File: src/common/frs_pkg.sv
// shared constants and types for the floppy rate and status register block
package frs_pkg;
  // ---------------------------------------------------------------
  // register offsets
  // ---------------------------------------------------------------
  localparam logic [2:0] FRS_MAIN_STATUS_OFF  = 3'h4;
  localparam logic [2:0] FRS_RATE_SELECT_OFF  = 3'h4;
  localparam logic [2:0] FRS_CMD_DATA_OFF     = 3'h5;
  localparam logic [2:0] FRS_DIAG_INPUT_OFF   = 3'h7;
  localparam logic [2:0] FRS_CONFIG_CTRL_OFF  = 3'h7;
  localparam logic [2:0] FRS_INT_STATUS_OFF   = 3'h1;
  localparam logic [2:0] FRS_INT_MASK_OFF     = 3'h2;
  localparam logic [2:0] FRS_RESULT_LOAD_OFF  = 3'h3;
  localparam logic [2:0] FRS_FIFO_CTRL_OFF    = 3'h6;
  // ---------------------------------------------------------------
  // field positions
  // ---------------------------------------------------------------
  localparam int FRS_SWRST_BIT   = 7;
  localparam int FRS_PWRDN_BIT   = 6;
  localparam int FRS_PRECOMP_LSB = 2;
  localparam int FRS_NO_PRECOMP_FLAG_BIT  = 2;
  localparam int FRS_TERM_LSB    = 6;
  // ---------------------------------------------------------------
  // reset values
  // ---------------------------------------------------------------
  localparam logic [7:0] FRS_RATE_SELECT_RST = 8'h00;
  localparam logic [7:0] FRS_CONFIG_CTRL_RST = 8'h00;
  localparam logic [3:0] FRS_INT_MASK_RST    = 4'h0;
  // ---------------------------------------------------------------
  // rate codes, termination codes, precomp codes
  // ---------------------------------------------------------------
  localparam logic [1:0] FRS_RATE_500K = 2'h0;
  localparam logic [1:0] FRS_RATE_300K = 2'h1;
  localparam logic [1:0] FRS_RATE_250K = 2'h2;
  localparam logic [1:0] FRS_RATE_1M   = 2'h3;
  localparam logic [1:0] FRS_TERM_ABNORMAL = 2'h1;
  localparam logic [1:0] FRS_TERM_INVALID  = 2'h2;
  localparam logic [1:0] FRS_TERM_READY    = 2'h3;
  localparam logic [2:0] FRS_PRECOMP_DEFAULT = 3'h0;
  localparam logic [2:0] FRS_PRECOMP_OFF     = 3'h7;
  // precomp delays in picoseconds as printed
  localparam int FRS_DLY_DEF_LOW_PS = 125000;
  localparam int FRS_DLY_DEF_1M_PS  = 41670;
  localparam int FRS_DLY_DEF_2M_PS  = 20800;
  localparam int FRS_DLY_STEP_PS    = 41670;
  localparam int FRS_DLY_STEP2M_PS  = 20830;
  localparam int FRS_SOFT_RESET_CYCLES = 1;
  // interrupt status bits
  localparam int FRS_EV_SWRST  = 0;
  localparam int FRS_EV_RATE   = 1;
  localparam int FRS_EV_RESULT = 2;
  localparam int FRS_EV_PWRDN  = 3;

  typedef enum logic [1:0] {FRS_MODE_AT, FRS_MODE_STD, FRS_MODE_M30} frs_mode_t;

  typedef struct packed {
    logic [2:0] addr;
    logic [7:0] wdata;
    logic       wr;
    logic       rd;
  } frs_bus_req_t;

  typedef struct packed {
    logic [1:0] rate_code;
    logic [2:0] precomp_delay_sel;
    logic       reduced_write_current;
    logic       fm_illegal;
    logic       power_down;
    logic       soft_reset;
  } frs_ctrl_t;
endpackage : frs_pkg

File: src/core/frs_regs.sv
// host register bank: rate select, config control, command/data port, diag input
`timescale 1ns/100ps
`default_nettype none
module frs_regs
  import frs_pkg::*;
#(
  parameter int CLK_PERIOD_PS = 100000
) (
  input  wire logic             clk_i,            // controller clock, 10 MHz
  input  wire logic             rst_b_i,          // master reset, sync, active low
  input  wire frs_pkg::frs_bus_req_t bus_i,       // register bus request
  output logic [7:0]            rdata_o,          // read data, cycle after read
  output logic [7:0]            rdata_oe_o,       // per-bit drive enable of read data
  input  wire frs_pkg::frs_mode_t mode_i,         // interface mode select
  input  wire logic             disk_change_in_i, // drive disk-change pin
  input  wire logic             dma_enable_i,     // digital-output dma enable bit
  input  wire logic [7:0]       main_status_i,    // main status from command engine
  input  wire logic [1:0]       tape_rate_i,      // configuration tape rate bits
  input  wire logic             res_push_i,       // result byte push strobe
  input  wire logic [7:0]       res_data_i,       // result byte
  input  wire logic [1:0]       res_term_i,       // termination code for result 0
  input  wire logic             cfg_cmd_i,        // configure command strobe
  input  wire logic             cfg_fifo_en_i,    // configure: fifo enable
  input  wire logic [3:0]       cfg_thresh_i,     // configure: fifo threshold
  output logic                  cmd_wr_o,         // byte written to data port
  output logic [7:0]            cmd_data_o,       // that byte
  output frs_pkg::frs_ctrl_t    ctrl_o,           // effective rate/precomp controls
  output logic                  tape_2m_o,        // 2 Mb/s tape rate in force
  output logic [15:0]           precomp_ps_o,     // precomp delay, picoseconds, low 16 bits only
  output logic                  fifo_en_o,        // fifo enabled by configure
  output logic [3:0]            fifo_thresh_o,    // fifo threshold
  output logic                  irq_o             // level interrupt
);
  import frs_pkg::*;

  // refuse a clock period that is not positive, at elaboration
  if (CLK_PERIOD_PS <= 0) begin : g_bad_period
    $error("clock period must be positive");
  end

  // ---------------------------------------------------------------
  // bus decode
  // ---------------------------------------------------------------
  wire wr_rate   = bus_i.wr && (bus_i.addr == FRS_RATE_SELECT_OFF);
  wire wr_cfg    = bus_i.wr && (bus_i.addr == FRS_CONFIG_CTRL_OFF);
  wire wr_data   = bus_i.wr && (bus_i.addr == FRS_CMD_DATA_OFF);
  wire wr_istat  = bus_i.wr && (bus_i.addr == FRS_INT_STATUS_OFF);
  wire wr_imask  = bus_i.wr && (bus_i.addr == FRS_INT_MASK_OFF);
  wire rd_data   = bus_i.rd && (bus_i.addr == FRS_CMD_DATA_OFF);

  // ---------------------------------------------------------------
  // rate select and config control storage
  // ---------------------------------------------------------------
  logic [7:0] rate_sel_reg;
  logic [7:0] rate_sel_next;
  logic [1:0] rate_code_reg;
  logic [1:0] rate_code_next;
  logic       no_precomp_flag_reg;
  logic       no_precomp_flag_next;
  logic       swrst_reg;

  // the software reset bit is self clearing so that one write gives one pulse
  assign rate_sel_next  = wr_rate ? {1'b0, bus_i.wdata[6:0]} : rate_sel_reg;
  // whichever register was written last owns the effective rate
  assign rate_code_next = wr_rate ? bus_i.wdata[1:0] :
                          wr_cfg  ? bus_i.wdata[1:0] : rate_code_reg;
  // bit 2 is kept here and bits 1:0 go to the rate code; upper bits are reserved and dropped
  assign no_precomp_flag_next    = wr_cfg ? bus_i.wdata[FRS_NO_PRECOMP_FLAG_BIT] : no_precomp_flag_reg;

  always_ff @(posedge clk_i) begin
    if (!rst_b_i) begin
      rate_sel_reg  <= FRS_RATE_SELECT_RST;
      rate_code_reg <= FRS_RATE_SELECT_RST[1:0];
      no_precomp_flag_reg    <= FRS_CONFIG_CTRL_RST[FRS_NO_PRECOMP_FLAG_BIT];
      swrst_reg     <= 1'b0;
    end else begin
      rate_sel_reg  <= rate_sel_next;
      rate_code_reg <= rate_code_next;
      no_precomp_flag_reg    <= no_precomp_flag_next;
      swrst_reg     <= wr_rate && bus_i.wdata[FRS_SWRST_BIT];
    end
  end

  // internal reset of the controller logic: master or software
  wire ctl_rst = !rst_b_i || swrst_reg;

  // ---------------------------------------------------------------
  // rate decode and precompensation
  // ---------------------------------------------------------------
  wire [2:0] precomp_sel = rate_sel_reg[FRS_PRECOMP_LSB +: 3];
  wire       rwc_high    = (rate_code_reg == FRS_RATE_500K) ||
                           (rate_code_reg == FRS_RATE_1M);
  wire       tape_2m     = (rate_code_reg == FRS_RATE_300K) && (tape_rate_i == 2'h2);

  logic [16:0] precomp_ps;
  always_comb begin
    precomp_ps = 17'h0;
    if (precomp_sel == FRS_PRECOMP_OFF) begin
      precomp_ps = 17'h0;
    end else if (precomp_sel == FRS_PRECOMP_DEFAULT) begin
      if (tape_2m)                             precomp_ps = 17'(FRS_DLY_DEF_2M_PS);
      else if (rate_code_reg == FRS_RATE_1M)   precomp_ps = 17'(FRS_DLY_DEF_1M_PS);
      else                                     precomp_ps = 17'(FRS_DLY_DEF_LOW_PS);
    end else if (tape_2m) begin
      precomp_ps = 17'(FRS_DLY_STEP2M_PS * int'(precomp_sel));
    end else begin
      precomp_ps = 17'(FRS_DLY_STEP_PS * int'(precomp_sel));
    end
  end

  // ---------------------------------------------------------------
  // result stack (four bytes) and fifo configuration
  // ---------------------------------------------------------------
  logic [7:0] res_mem [4];
  logic [2:0] res_cnt_reg;
  logic [1:0] res_rd_reg;
  logic       fifo_en_reg;
  logic [3:0] fifo_thr_reg;

  wire [7:0] res_byte = (res_cnt_reg == 3'h0) ?
                        {res_term_i, res_data_i[5:0]} : res_data_i;
  wire       res_full = (res_cnt_reg == 3'h4);
  wire       res_avail = (res_cnt_reg != 3'h0);
  wire       res_pop  = rd_data && res_avail;

  always_ff @(posedge clk_i) begin
    if (ctl_rst) begin
      res_cnt_reg  <= 3'h0;
      res_rd_reg   <= 2'h0;
      fifo_en_reg  <= 1'b0;
      fifo_thr_reg <= 4'h0;
    end else begin
      if (cfg_cmd_i) begin
        fifo_en_reg  <= cfg_fifo_en_i;
        fifo_thr_reg <= cfg_thresh_i;
      end
      if (res_push_i && !res_full) begin
        res_mem[res_cnt_reg[1:0]] <= res_byte;
        res_cnt_reg <= res_cnt_reg + 3'h1;
      end else if (res_pop) begin
        res_rd_reg <= res_rd_reg + 2'h1;
        if (res_rd_reg == 2'(res_cnt_reg - 3'h1)) begin
          res_cnt_reg <= 3'h0;
          res_rd_reg  <= 2'h0;
        end
      end
    end
  end

  // ---------------------------------------------------------------
  // diagnostic input views
  // ---------------------------------------------------------------
  wire low_dens = (rate_code_reg == FRS_RATE_300K) || (rate_code_reg == FRS_RATE_250K);
  wire [7:0] diag_std = {~disk_change_in_i, 4'hf, rate_code_reg, low_dens};
  wire [7:0] diag_m30 = {disk_change_in_i, 3'h7, dma_enable_i, no_precomp_flag_reg,
                         rate_code_reg};
  wire [7:0] diag_at  = {~disk_change_in_i, 7'h00};

  // ---------------------------------------------------------------
  // interrupts: sticky status, write one to clear, set wins
  // ---------------------------------------------------------------
  logic [3:0] int_stat_reg;
  logic [3:0] int_mask_reg;
  wire  [3:0] int_ev = {wr_rate && bus_i.wdata[FRS_PWRDN_BIT], res_push_i,
                        wr_rate || wr_cfg, swrst_reg};
  wire  [3:0] int_clr = wr_istat ? bus_i.wdata[3:0] : 4'h0;

  always_ff @(posedge clk_i) begin
    if (!rst_b_i) begin
      int_stat_reg <= 4'h0;
      int_mask_reg <= FRS_INT_MASK_RST;
    end else begin
      int_stat_reg <= (int_stat_reg & ~int_clr) | int_ev;
      if (wr_imask) int_mask_reg <= bus_i.wdata[3:0];
    end
  end

  // ---------------------------------------------------------------
  // read mux
  // ---------------------------------------------------------------
  logic [7:0] rd_val;
  logic [7:0] rd_oe;
  always_comb begin
    rd_val = 8'h00;
    rd_oe  = 8'hff;
    unique case (bus_i.addr)
      FRS_MAIN_STATUS_OFF: rd_val = main_status_i;
      FRS_CMD_DATA_OFF:    rd_val = res_avail ? res_mem[res_rd_reg] : 8'h00;
      FRS_DIAG_INPUT_OFF: begin
        unique case (mode_i)
          FRS_MODE_AT: begin
            rd_val = diag_at;
            rd_oe  = 8'h80;
          end
          FRS_MODE_STD: rd_val = diag_std;
          FRS_MODE_M30: rd_val = diag_m30;
          default:      rd_val = diag_std;
        endcase
      end
      FRS_INT_STATUS_OFF:  rd_val = {4'h0, int_stat_reg};
      FRS_INT_MASK_OFF:    rd_val = {4'h0, int_mask_reg};
      FRS_FIFO_CTRL_OFF:   rd_val = {3'h0, fifo_en_reg, fifo_thr_reg};
      default:             rd_val = 8'h00;
    endcase
  end

  always_ff @(posedge clk_i) begin
    if (!rst_b_i) begin
      rdata_o       <= 8'h00;
      rdata_oe_o    <= 8'h00;
      cmd_wr_o      <= 1'b0;
      cmd_data_o    <= 8'h00;
      ctrl_o        <= '0;
      tape_2m_o     <= 1'b0;
      precomp_ps_o  <= 16'h0;
      fifo_en_o     <= 1'b0;
      fifo_thresh_o <= 4'h0;
      irq_o         <= 1'b0;
    end else begin
      rdata_o       <= bus_i.rd ? rd_val : 8'h00;
      rdata_oe_o    <= bus_i.rd ? rd_oe : 8'h00;
      cmd_wr_o      <= wr_data;
      cmd_data_o    <= wr_data ? bus_i.wdata : cmd_data_o;
      ctrl_o.rate_code             <= rate_code_reg;
      ctrl_o.precomp_delay_sel     <= precomp_sel;
      ctrl_o.reduced_write_current <= rwc_high;
      ctrl_o.fm_illegal            <= (rate_code_reg == FRS_RATE_1M);
      ctrl_o.power_down            <= rate_sel_reg[FRS_PWRDN_BIT];
      ctrl_o.soft_reset            <= swrst_reg;
      tape_2m_o     <= tape_2m;
      precomp_ps_o  <= precomp_ps[15:0];
      fifo_en_o     <= fifo_en_reg;
      fifo_thresh_o <= fifo_thr_reg;
      irq_o         <= |(int_stat_reg & int_mask_reg);
    end
  end
endmodule : frs_regs
`default_nettype wire

File: config.mk
export PLATFORM = sky130hd
export DESIGN_NAME = frs_regs
export DESIGN_NICKNAME = d
export VERILOG_FILES = /design/src/common/frs_pkg.sv /design/src/core/frs_regs.sv
export SDC_FILE = /design/constraint.sdc
export NUM_CORES = 1
export LEC_CHECK = 0
export ABC_AREA = 1
export BUFFER_PORTS_ARGS = -buffer_cell sky130_fd_sc_hd__buf_2
export CAP_MARGIN = 20
export CORE_MARGIN = 3
export CORE_UTILIZATION = 45
export DETAILED_ROUTE_END_ITERATION = 12
export PLACE_DENSITY = 0.78
export SKIP_CTS_REPAIR_TIMING = 1
export SLEW_MARGIN = 40
export SYNTH_ARGS = -nofsm -noshare
export SYNTH_HDL_FRONTEND = slang
export SYNTH_SLANG_ARGS = --single-unit
File: constraint.sdc
create_clock -name clk_i -period 3 [get_ports clk_i]
set_input_delay 0.6 -clock clk_i [delete_from_list [all_inputs] [get_ports clk_i]]
set_output_delay 0.6 -clock clk_i [all_outputs]
set_load 0.01 [all_outputs]
==> impl_metrics.json, run 1 <==
{
  "post-dp-hpwl_mm": 9.41,
  "finalSetupViolations": 0,
  "drcViolationCount": 0,
  "synth_area_um2": 5020,
  "cts_inserted_buffers": 9,
  "fin_skew_ns": 0.00640,
  "tns_ns": 0,
  "path_clk_slew_ns": 0.10,
  "first_iter_violations": 337,
  "fmax_ghz": 0.418,
  "start_kind": "register",
  "ys_seq_area_share_pct": 50.3,
  "routed_via_density": 5.11,
  "min_period_ns": 2.39,
  "place_congestion": 0.927,
  "cp.arrival_ns": 2.70,
  "clock_path_buffers": 2,
  "worst_setup_path_end_kind": "register",
  "avgSynthCellArea_um2": 8.22,
  "largest_reg_flops": 32,
  "rsz0062_at_grt": "no",
  "path_class": "register to register",
  "required_ns": 3.30,
  "vias": 4344,
  "dieArea_um2": 12500,
  "hp-class": "primary input to register",
  "finalNetCount": 778,
  "postSynthCellCount": 610,
  "fin_crit_sh_pct": 79.7,
  "area_delta_synth_final_pct": 16.1,
  "antenna_found_initial": 0,
  "core_um2": 10600,
  "grt_pass1_wl_mm": 20.1,
  "relSlewSlack_pct": 62.6,
  "drt-wirelength-per-cell_um": 14.4,
  "grt_pass1_vias": 4176,
  "diodes": 0,
  "drive_gt1_share_pct": 20.4,
  "insertion_delay_ns": 0.37,
  "row_count": 37,
  "grt_max_degree": 30,
  "io_pins": 103,
  "ys_ff_latch": 110,
  "worst_pin_slew_ns": 0.561,
  "drv_slew": 0,
  "htree_levels": 3,
  "synth_edf_count": 32,
  "cp_max_fo": 10,
  "max_cap_violations": 0,
  "root_buffer": "clkbuf_8",
  "start_util_pct": 47.3,
  "first_pass_iters": 5,
  "synth_cell_types": 38,
  "chipHeight_um": 112,
  "total_leakage_power_nw": 2.85,
  "postRouteWirelength_mm": 12.3,
  "syn_nets": 679,
  "ys.warnings.count": 0,
  "grt_use_total_pct": 19.8,
  "ys_dominant_reg_cell": "dfxtp_1",
  "cts_sinks": 110,
  "final_hold_viol_count": 0,
  "die_w_um": 112,
  "grt_overflow": 0,
  "worst_ir_drop_vdd_mv": 0.304,
  "power_density_nw_per_um2": 489,
  "nFillCells": 970,
  "async_flop_share_pct": 0,
  "port_buffers": 101,
  "cts_tree": "done",
  "ant_nets": 0,
  "status": "finished clean",
  "total_power_mw": 2.85
}
==> cells in the mapped netlist, types with 2 or more instances <==
| cell type | n | share of area, % |
|---|---|---|
| buf_4 | 7 | 1.0 |
| nor2_1 | 62 | 4.6 |
| ha_1 | 19 | 4.7 |
| nor3_4 | 2 | 0.65 |
| buf_2 | 5 | 0.50 |
| a31oi_1 | 2 | 0.25 |
| nor3_1 | 2 | 0.20 |
| a211oi_1 | 4 | 0.60 |
| edfxtp_1 | 32 | 19 |
| nor2_2 | 6 | 0.75 |
| a21oi_1 | 45 | 4.5 |
| dfxtp_1 | 78 | 31 |
| fa_1 | 4 | 1.6 |
| inv_2 | 6 | 0.45 |
| nand2_1 | 155 | 12 |
| nand4_1 | 2 | 0.25 |
| nand3_1 | 53 | 5.3 |
| buf_6 | 2 | 0.45 |
| o21ai_0 | 30 | 3.0 |
| clkbuf_1 | 6 | 0.45 |
| nand2_2 | 3 | 0.37 |
| xor2_1 | 3 | 0.52 |
| inv_1 | 67 | 5.0 |
==> kinds of logic (layout without fill, tap and decap cells) <==
kind of cell	after synthesis	in the layout	synth area share, %
simple gates	290	290	24.9
flops	110	110	50.3
buf+inv	94	198	8.26
compound gates	88	88	9.40
fa+ha+maj	23	23	6.34
xor+xnor	4	4	0.699
other cells	1	1	0.0748
==> where the power goes <==
group / internal, mW / total [mW] / switching [mW]
Clock: 0.397 / 0.920 / 0.523
Combinational: 0.111 / 0.316 / 0.205
Sequential: 1.58 / 1.61 / 0.0298
Total: 2.09 / 2.85 / 0.758
==> final timing paths <==
kind / startpoint / end / slack, ns / cells past startpoint
worst max-delay path: rate_sel_reg[4]$_SDFFE_PN0P_ / precomp_ps_o[9]$_SDFF_PP0_ / 0.61 / 8
worst min-delay path: res_data_i[4] / res_mem[3][4]$_DFFE_PP_ / 0.44 / 1
worst max register to register: rate_sel_reg[4]$_SDFFE_PN0P_ / precomp_ps_o[9]$_SDFF_PP0_ / 0.61 / 8
worst min register to register: rate_sel_reg[6]$_SDFFE_PN0P_ / ctrl_o[1]$_SDFF_PN0_ / 0.45 / 2
==> per-stage QoR <==
stage	cells	area, um2	setup slack [ns]	util, %	hold WS [ns]
after floorplan	610	5020	0.852	-	0.400
after global placement	834	5620	0.726	53.0	0.420
final	850	5830	0.610	55.0	0.439
after global routing	850	5830	0.378	55.0	0.421
after detailed placement	834	5620	0.632	53.0	0.426
after CTS	850	5830	0.602	55.0	0.416
==> worst max-delay path, cell delays in order (launching register included) <==
cell and delay [ns]:
dfxtp_1 0.57, fa_1 0.55, ha_1 0.24, fa_1 0.40, nand3_1 0.15, nand3_1 0.12
nand2_1 0.08, nand3_1 0.06, o21ai_0 0.14
==> final cells by class <==
class	instances	area, um2	area share, %
multi-input cells	406	2080	35.7
clock inverters	7	80.1	1.37
inverters	74	292	5.00
clock buffers	9	124	2.13
well taps	136	170	2.92
flip-flops and latches	110	2520	43.3
repair buffers	108	558	9.58
==> metal layers <==
| layer | vias to the layer above | global-route usage, % | wire length [um] |
|---|---|---|---|
| met5 | - | 0 | 0 |
| met4 | 0 | 7.62 | 244 |
| met3 | 21 | 4.57 | 924 |
| met2 | 172 | 31.0 | 5540 |
| met1 | 1998 | 26.7 | 5540 |
| li1 | 2153 | - | - |
==> placed cells by master (no fill, tap or decap), drive strengths merged <==
cell type and count:
edfxtp 32, a31oi 2, a41oi 1, clkinv 1
o2111ai 1, a21oi 45, xnor2 1, o21bai 1
a211oi 4, o21ai 31, dfxtp 78, inv 76
nand3b 1, a21o 1, fa 4, nor2 70
bufinv 2, clkbuf 9, o32ai 1, nor3 4
nand4 2, xor2 3, nand3 54, buf 108
o21a 1, clkinvlp 2, conb 1, nand2 159
ha 19
Note: power is estimated with default switching activity, not from simulation.
==> run 2: changes to the inputs <==
==> constraint.sdc (replaced) <==
create_clock -name clk_i -period 2.3 [get_ports clk_i]
set_input_delay 0.46 -clock clk_i [delete_from_list [all_inputs] [get_ports clk_i]]
set_output_delay 0.46 -clock clk_i [all_outputs]
set_load 0.01 [all_outputs]
==> impl_metrics.json, run 2 (same netlist as run 1, synthesis figures left out) <==
{
  "area_delta_synth_final_pct": 17.0,
  "drive_gt1_share_pct": 21.3,
  "routed_via_density": 5.14,
  "r2r_cells": 8,
  "first_pass_iters": 6,
  "start_util_pct": 47.3,
  "max_stage_delay_ns": 0.48,
  "hp-class": "primary input to register",
  "layout_common_cells": "155 x nand2_1, 101 x buf_2, 76 x dfxtp_1",
  "holdWs_ns": 0.282,
  "cp_common_cell": "nand3_1",
  "finalSetupViolations": 0,
  "postRouteWirelength_mm": 12.6,
  "nFillCells": 947,
  "drcViolationCount": 0,
  "cp_max_fo": 3,
  "die_w_um": 112,
  "clock_path_buffers": 2,
  "path_clk_slew_ns": 0.11,
  "place_congestion": 0.978,
  "max_cap_violations": 0,
  "grt_use_total_pct": 20.2,
  "cp.buffers_inverters": 0,
  "total_power_mw": 3.74,
  "cts_inserted_buffers": 9,
  "root_buffer": "clkbuf_8",
  "slowest_stage": "fa_2",
  "dieArea_um2": 12500,
  "row_count": 37,
  "diodes": 0,
  "largest_reg_flops": 32,
  "core_um2": 10600,
  "worst_ir_drop_vdd_mv": 0.297,
  "drt-wirelength-per-cell_um": 14.8,
  "fmax_ghz": 0.470,
  "grt_pass1_vias": 4249,
  "antenna_found_initial": 0,
  "start_kind": "register",
  "status": "finished clean",
  "grt_pass1_wl_mm": 20.4,
  "final_cells": 855,
  "placedCellCount": 839,
  "io_pins": 103,
  "path_class": "register to register",
  "final_common_cell": "nand2_1",
  "cts_sinks": 110,
  "cp.arrival_ns": 2.44,
  "grt_max_degree": 29,
  "fin_skew_ns": 0.0146,
  "cp_top_family": "adder cells",
  "rsz0062_at_grt": "no",
  "port_buffers": 101,
  "post-dp-hpwl_mm": 9.47,
  "htree_levels": 3,
  "power_density_nw_per_um2": 638,
  "worst_setup_path_end_kind": "register",
  "drv_slew": 0,
  "r2r_slack_ns": 0.17,
  "insertion_delay_ns": 0.39,
  "min_period_ns": 2.13,
  "finalNetCount": 783,
  "chipHeight_um": 112,
  "required_ns": 2.61,
  "tns_ns": 0,
  "cts_tree": "done",
  "final_hold_viol_count": 0,
  "cp.depth": 8,
  "final_util_pct": 55.3,
  "first_iter_violations": 317,
  "path_cells": "fa_2, ha_1, fa_1, nand3_1, nand3_1, nand2_1, nand3_1, o21ai_0",
  "fin_crit_sh_pct": 92.5,
  "ant_nets": 0,
  "vias": 4392,
  "total_leakage_power_nw": 2.88,
  "grt_overflow": 0,
  "holdPathStages": 1
}
## run 2: changes by cell type in the layout (fill, tap and decap cells not counted)
| cell | change |
|---|---|
| clkinvlp_4 | -1 |
| fa_1 | -1 |
| buf_4 | +5 |
| clkinv_1 | +1 |
| dfxtp_1 | -2 |
| dfxtp_2 | +2 |
| inv_8 | +1 |
| clkinv_4 | -1 |
| fa_2 | +1 |
## run 2: cell type report
type                    count  area (um2)  share of cell area [%]
flip-flops and latches    110        2520                    43.0
clock buffers               9         124                    2.11
inverters                  74         292                    4.97
multi-input cells         406        2080                    35.5
clock inverters             7        78.8                    1.34
well taps                 136         170                    2.90
repair buffers            113         596                    10.2
## run 2: path summary, 6_finish.rpt
check,start,end
worst min-delay path,res_data_i[2],res_mem[2][2]$_DFFE_PP_
worst max-delay path,rate_sel_reg[2]$_SDFFE_PN0P_,precomp_ps_o[9]$_SDFF_PP0_
worst min register to register,rate_sel_reg[6]$_SDFFE_PN0P_,ctrl_o[1]$_SDFF_PN0_
worst max register to register,rate_sel_reg[2]$_SDFFE_PN0P_,precomp_ps_o[9]$_SDFF_PP0_
## run 2: metrics by stage
stage	worst slack [ns]	cell area, um2
finish	0.173	5870
global route	0.00583	5870
CTS	0.114	5860
detailed placement	0.145	5660
global placement	0.217	5660
floorplan	0.152	5020
## run 2: metal layers
layer / routed length, um / GRT usage, %
met2: 5770 / 32.1
met3: 1100 / 5.05
met5: 0 / 0
met4: 212 / 7.14
met1: 5550 / 26.9
## run 2: power breakdown
| group | leakage (nW) | switching [mW] | internal (mW) | total [mW] |
|---|---|---|---|---|
| clock network | 0.100 | 0.693 | 0.519 | 1.21 |
| logic | 1.85 | 0.279 | 0.149 | 0.428 |
| registers | 0.928 | 0.0352 | 2.07 | 2.10 |
## run 2: worst reg2reg max path: cells and delay by family, from the launching register on
kind,cells,cell delay (ns)
adder cells (fa/ha/maj),3,1.12
flip-flops,1,0.39
AO/OA/AOI/OAI,1,0.14
AND/OR/NAND/NOR,4,0.39
==> run 3: changes to the inputs <==
--- a/config.mk
+++ b/config.mk
@@ -9,9 +9,9 @@
 export BUFFER_PORTS_ARGS = -buffer_cell sky130_fd_sc_hd__buf_2
 export CAP_MARGIN = 20
 export CORE_MARGIN = 3
-export CORE_UTILIZATION = 45
+export CORE_UTILIZATION = 55
 export DETAILED_ROUTE_END_ITERATION = 12
-export PLACE_DENSITY = 0.78
+export PLACE_DENSITY = 0.9
 export SKIP_CTS_REPAIR_TIMING = 1
 export SLEW_MARGIN = 40
 export SYNTH_ARGS = -nofsm -noshare
==> impl_metrics.json, run 3 (same netlist as run 1, synthesis figures left out) <==
{
  "layout_common_cells": "155 x nand2_1, 101 x buf_2, 77 x dfxtp_1",
  "total_leakage_power_nw": 2.89,
  "first_pass_iters": 5,
  "largest_reg_flops": 32,
  "die_w_um": 102,
  "path_class": "register to register",
  "drv_slew": 0,
  "root_buffer": "clkbuf_8",
  "clkPwrFrac_pct": 32.7,
  "finalSetupViolations": 0,
  "min_period_ns": 2.14,
  "path_clk_slew_ns": 0.12,
  "grt_pass1_vias": 4207,
  "diodes": 0,
  "fin_area_um2": 5840,
  "max_cap_violations": 0,
  "hp-class": "primary input to register",
  "routed_via_density": 5.38,
  "drt-wirelength-per-cell_um": 15.2,
  "worst_setup_path_end_kind": "register",
  "clock_path_buffers": 2,
  "io_pins": 103,
  "postRouteWirelength_mm": 12.6,
  "r2r-start": "rate_sel_reg[4]$_SDFFE_PN0P_",
  "final_hold_viol_count": 0,
  "port_buffers": 101,
  "status": "finished clean",
  "htree_levels": 3,
  "grt_overflow": 0,
  "place_congestion": 0.877,
  "finalNetCount": 782,
  "required_ns": 2.63,
  "fmax_ghz": 0.467,
  "first_iter_violations": 296,
  "min_from": "res_data_i[5]",
  "rsz0062_at_grt": "no",
  "post-dp-hpwl_mm": 9.78,
  "fin_crit_sh_pct": 93.1,
  "final_common_cell": "nand2_1",
  "grt_pass1_wl_mm": 19.9,
  "drive_gt1_share_pct": 21.2,
  "area_delta_synth_final_pct": 16.4,
  "start_util_pct": 57.0,
  "intPower_mw": 2.67,
  "combPwrFrac_pct": 11.4,
  "switchingPower_mw": 1.09,
  "row_count": 34,
  "cts_tree": "done",
  "chipHeight_um": 102,
  "pwr-share-seq_pct": 55.9,
  "swShare_pct": 28.9,
  "cts_inserted_buffers": 9,
  "dieArea_um2": 10300,
  "place_area_um2": 5620,
  "cp_max_fo": 9,
  "power_density_nw_per_um2": 644,
  "ant_nets": 0,
  "grt_use_total_pct": 24.8,
  "grt_max_degree": 30,
  "worst_ir_drop_vdd_mv": 0.356,
  "core_um2": 8810,
  "start_kind": "register",
  "vias": 4445,
  "cp.arrival_ns": 2.47,
  "fin_skew_ns": 0.0136,
  "worstSetupStartpoint": "rate_sel_reg[4]$_SDFFE_PN0P_",
  "antenna_found_initial": 0,
  "tns_ns": 0,
  "insertion_delay_ns": 0.38,
  "drcViolationCount": 0,
  "cts_sinks": 110
}
==> run 3: worst paths after layout <==
| path | to | slack, ns | cells past startpoint |
|---|---|---|---|
| setup reg to reg | precomp_ps_o[10]$_SDFF_PP0_ | 0.16 | 10 |
| setup / recovery | precomp_ps_o[10]$_SDFF_PP0_ | 0.16 | 10 |
| hold / removal | res_mem[3][5]$_DFFE_PP_ | 0.28 | 1 |
| hold reg to reg | ctrl_o[1]$_SDFF_PN0_ | 0.45 | 2 |
==> run 3: layout make-up <==
type | instances | area [um2]
clock buffers | 9 | 124
repair buffers | 112 | 588
multi-input cells | 406 | 2080
fillers | 735 | 2970
flip-flops and latches | 110 | 2520
inverters | 74 | 292
well taps | 108 | 135
clock inverters | 7 | 93.8
==> run 3: metrics by stage <==
step           power [mW]  std cells  setup WS [ns]  hold WS [ns]  utilization, %
2_1_floorplan        2.39        610          0.152         0.400               -
3_3_place_gp         2.55        810          0.234         0.446            63.8
3_5_place_dp         2.57        810          0.164         0.445            63.8
4_1_cts              3.77        826          0.146         0.271            66.3
5_1_grt              3.89        826         0.0347         0.263            66.3
6_report             3.76        826          0.159         0.282            66.3
==> run 3: critical path: stages (launching register included) <==
cell and delay (ns):
dfxtp_1 0.37, buf_4 0.19, ha_1 0.24, inv_1 0.12, ha_1 0.22, inv_1 0.07
fa_1 0.40, xor2_1 0.18, a21oi_1 0.15, nand2_1 0.07, nor2_1 0.08
==> run 3: power by group through the flow <==
stage	logic, mW	registers, mW	clock network, mW
2_1_floorplan	0.239	2.16	0
3_3_place_gp	0.407	2.14	0
3_5_place_dp	0.423	2.14	0
4_1_cts	0.425	2.10	1.24
5_1_grt	0.478	2.11	1.31
6_report	0.429	2.10	1.23
==> run 3: layer usage <==
metal | vias up | part of all wire, % | wire [um] | track usage [%]
met5 | - | 0 | 0 | 0
met1 | 2051 | 43 | 5450 | 32.0
li1 | 2168 | - | - | -
met3 | 25 | 7.3 | 920 | 4.34
met4 | 0 | 2.4 | 299 | 9.61
met2 | 201 | 47 | 5930 | 41.5
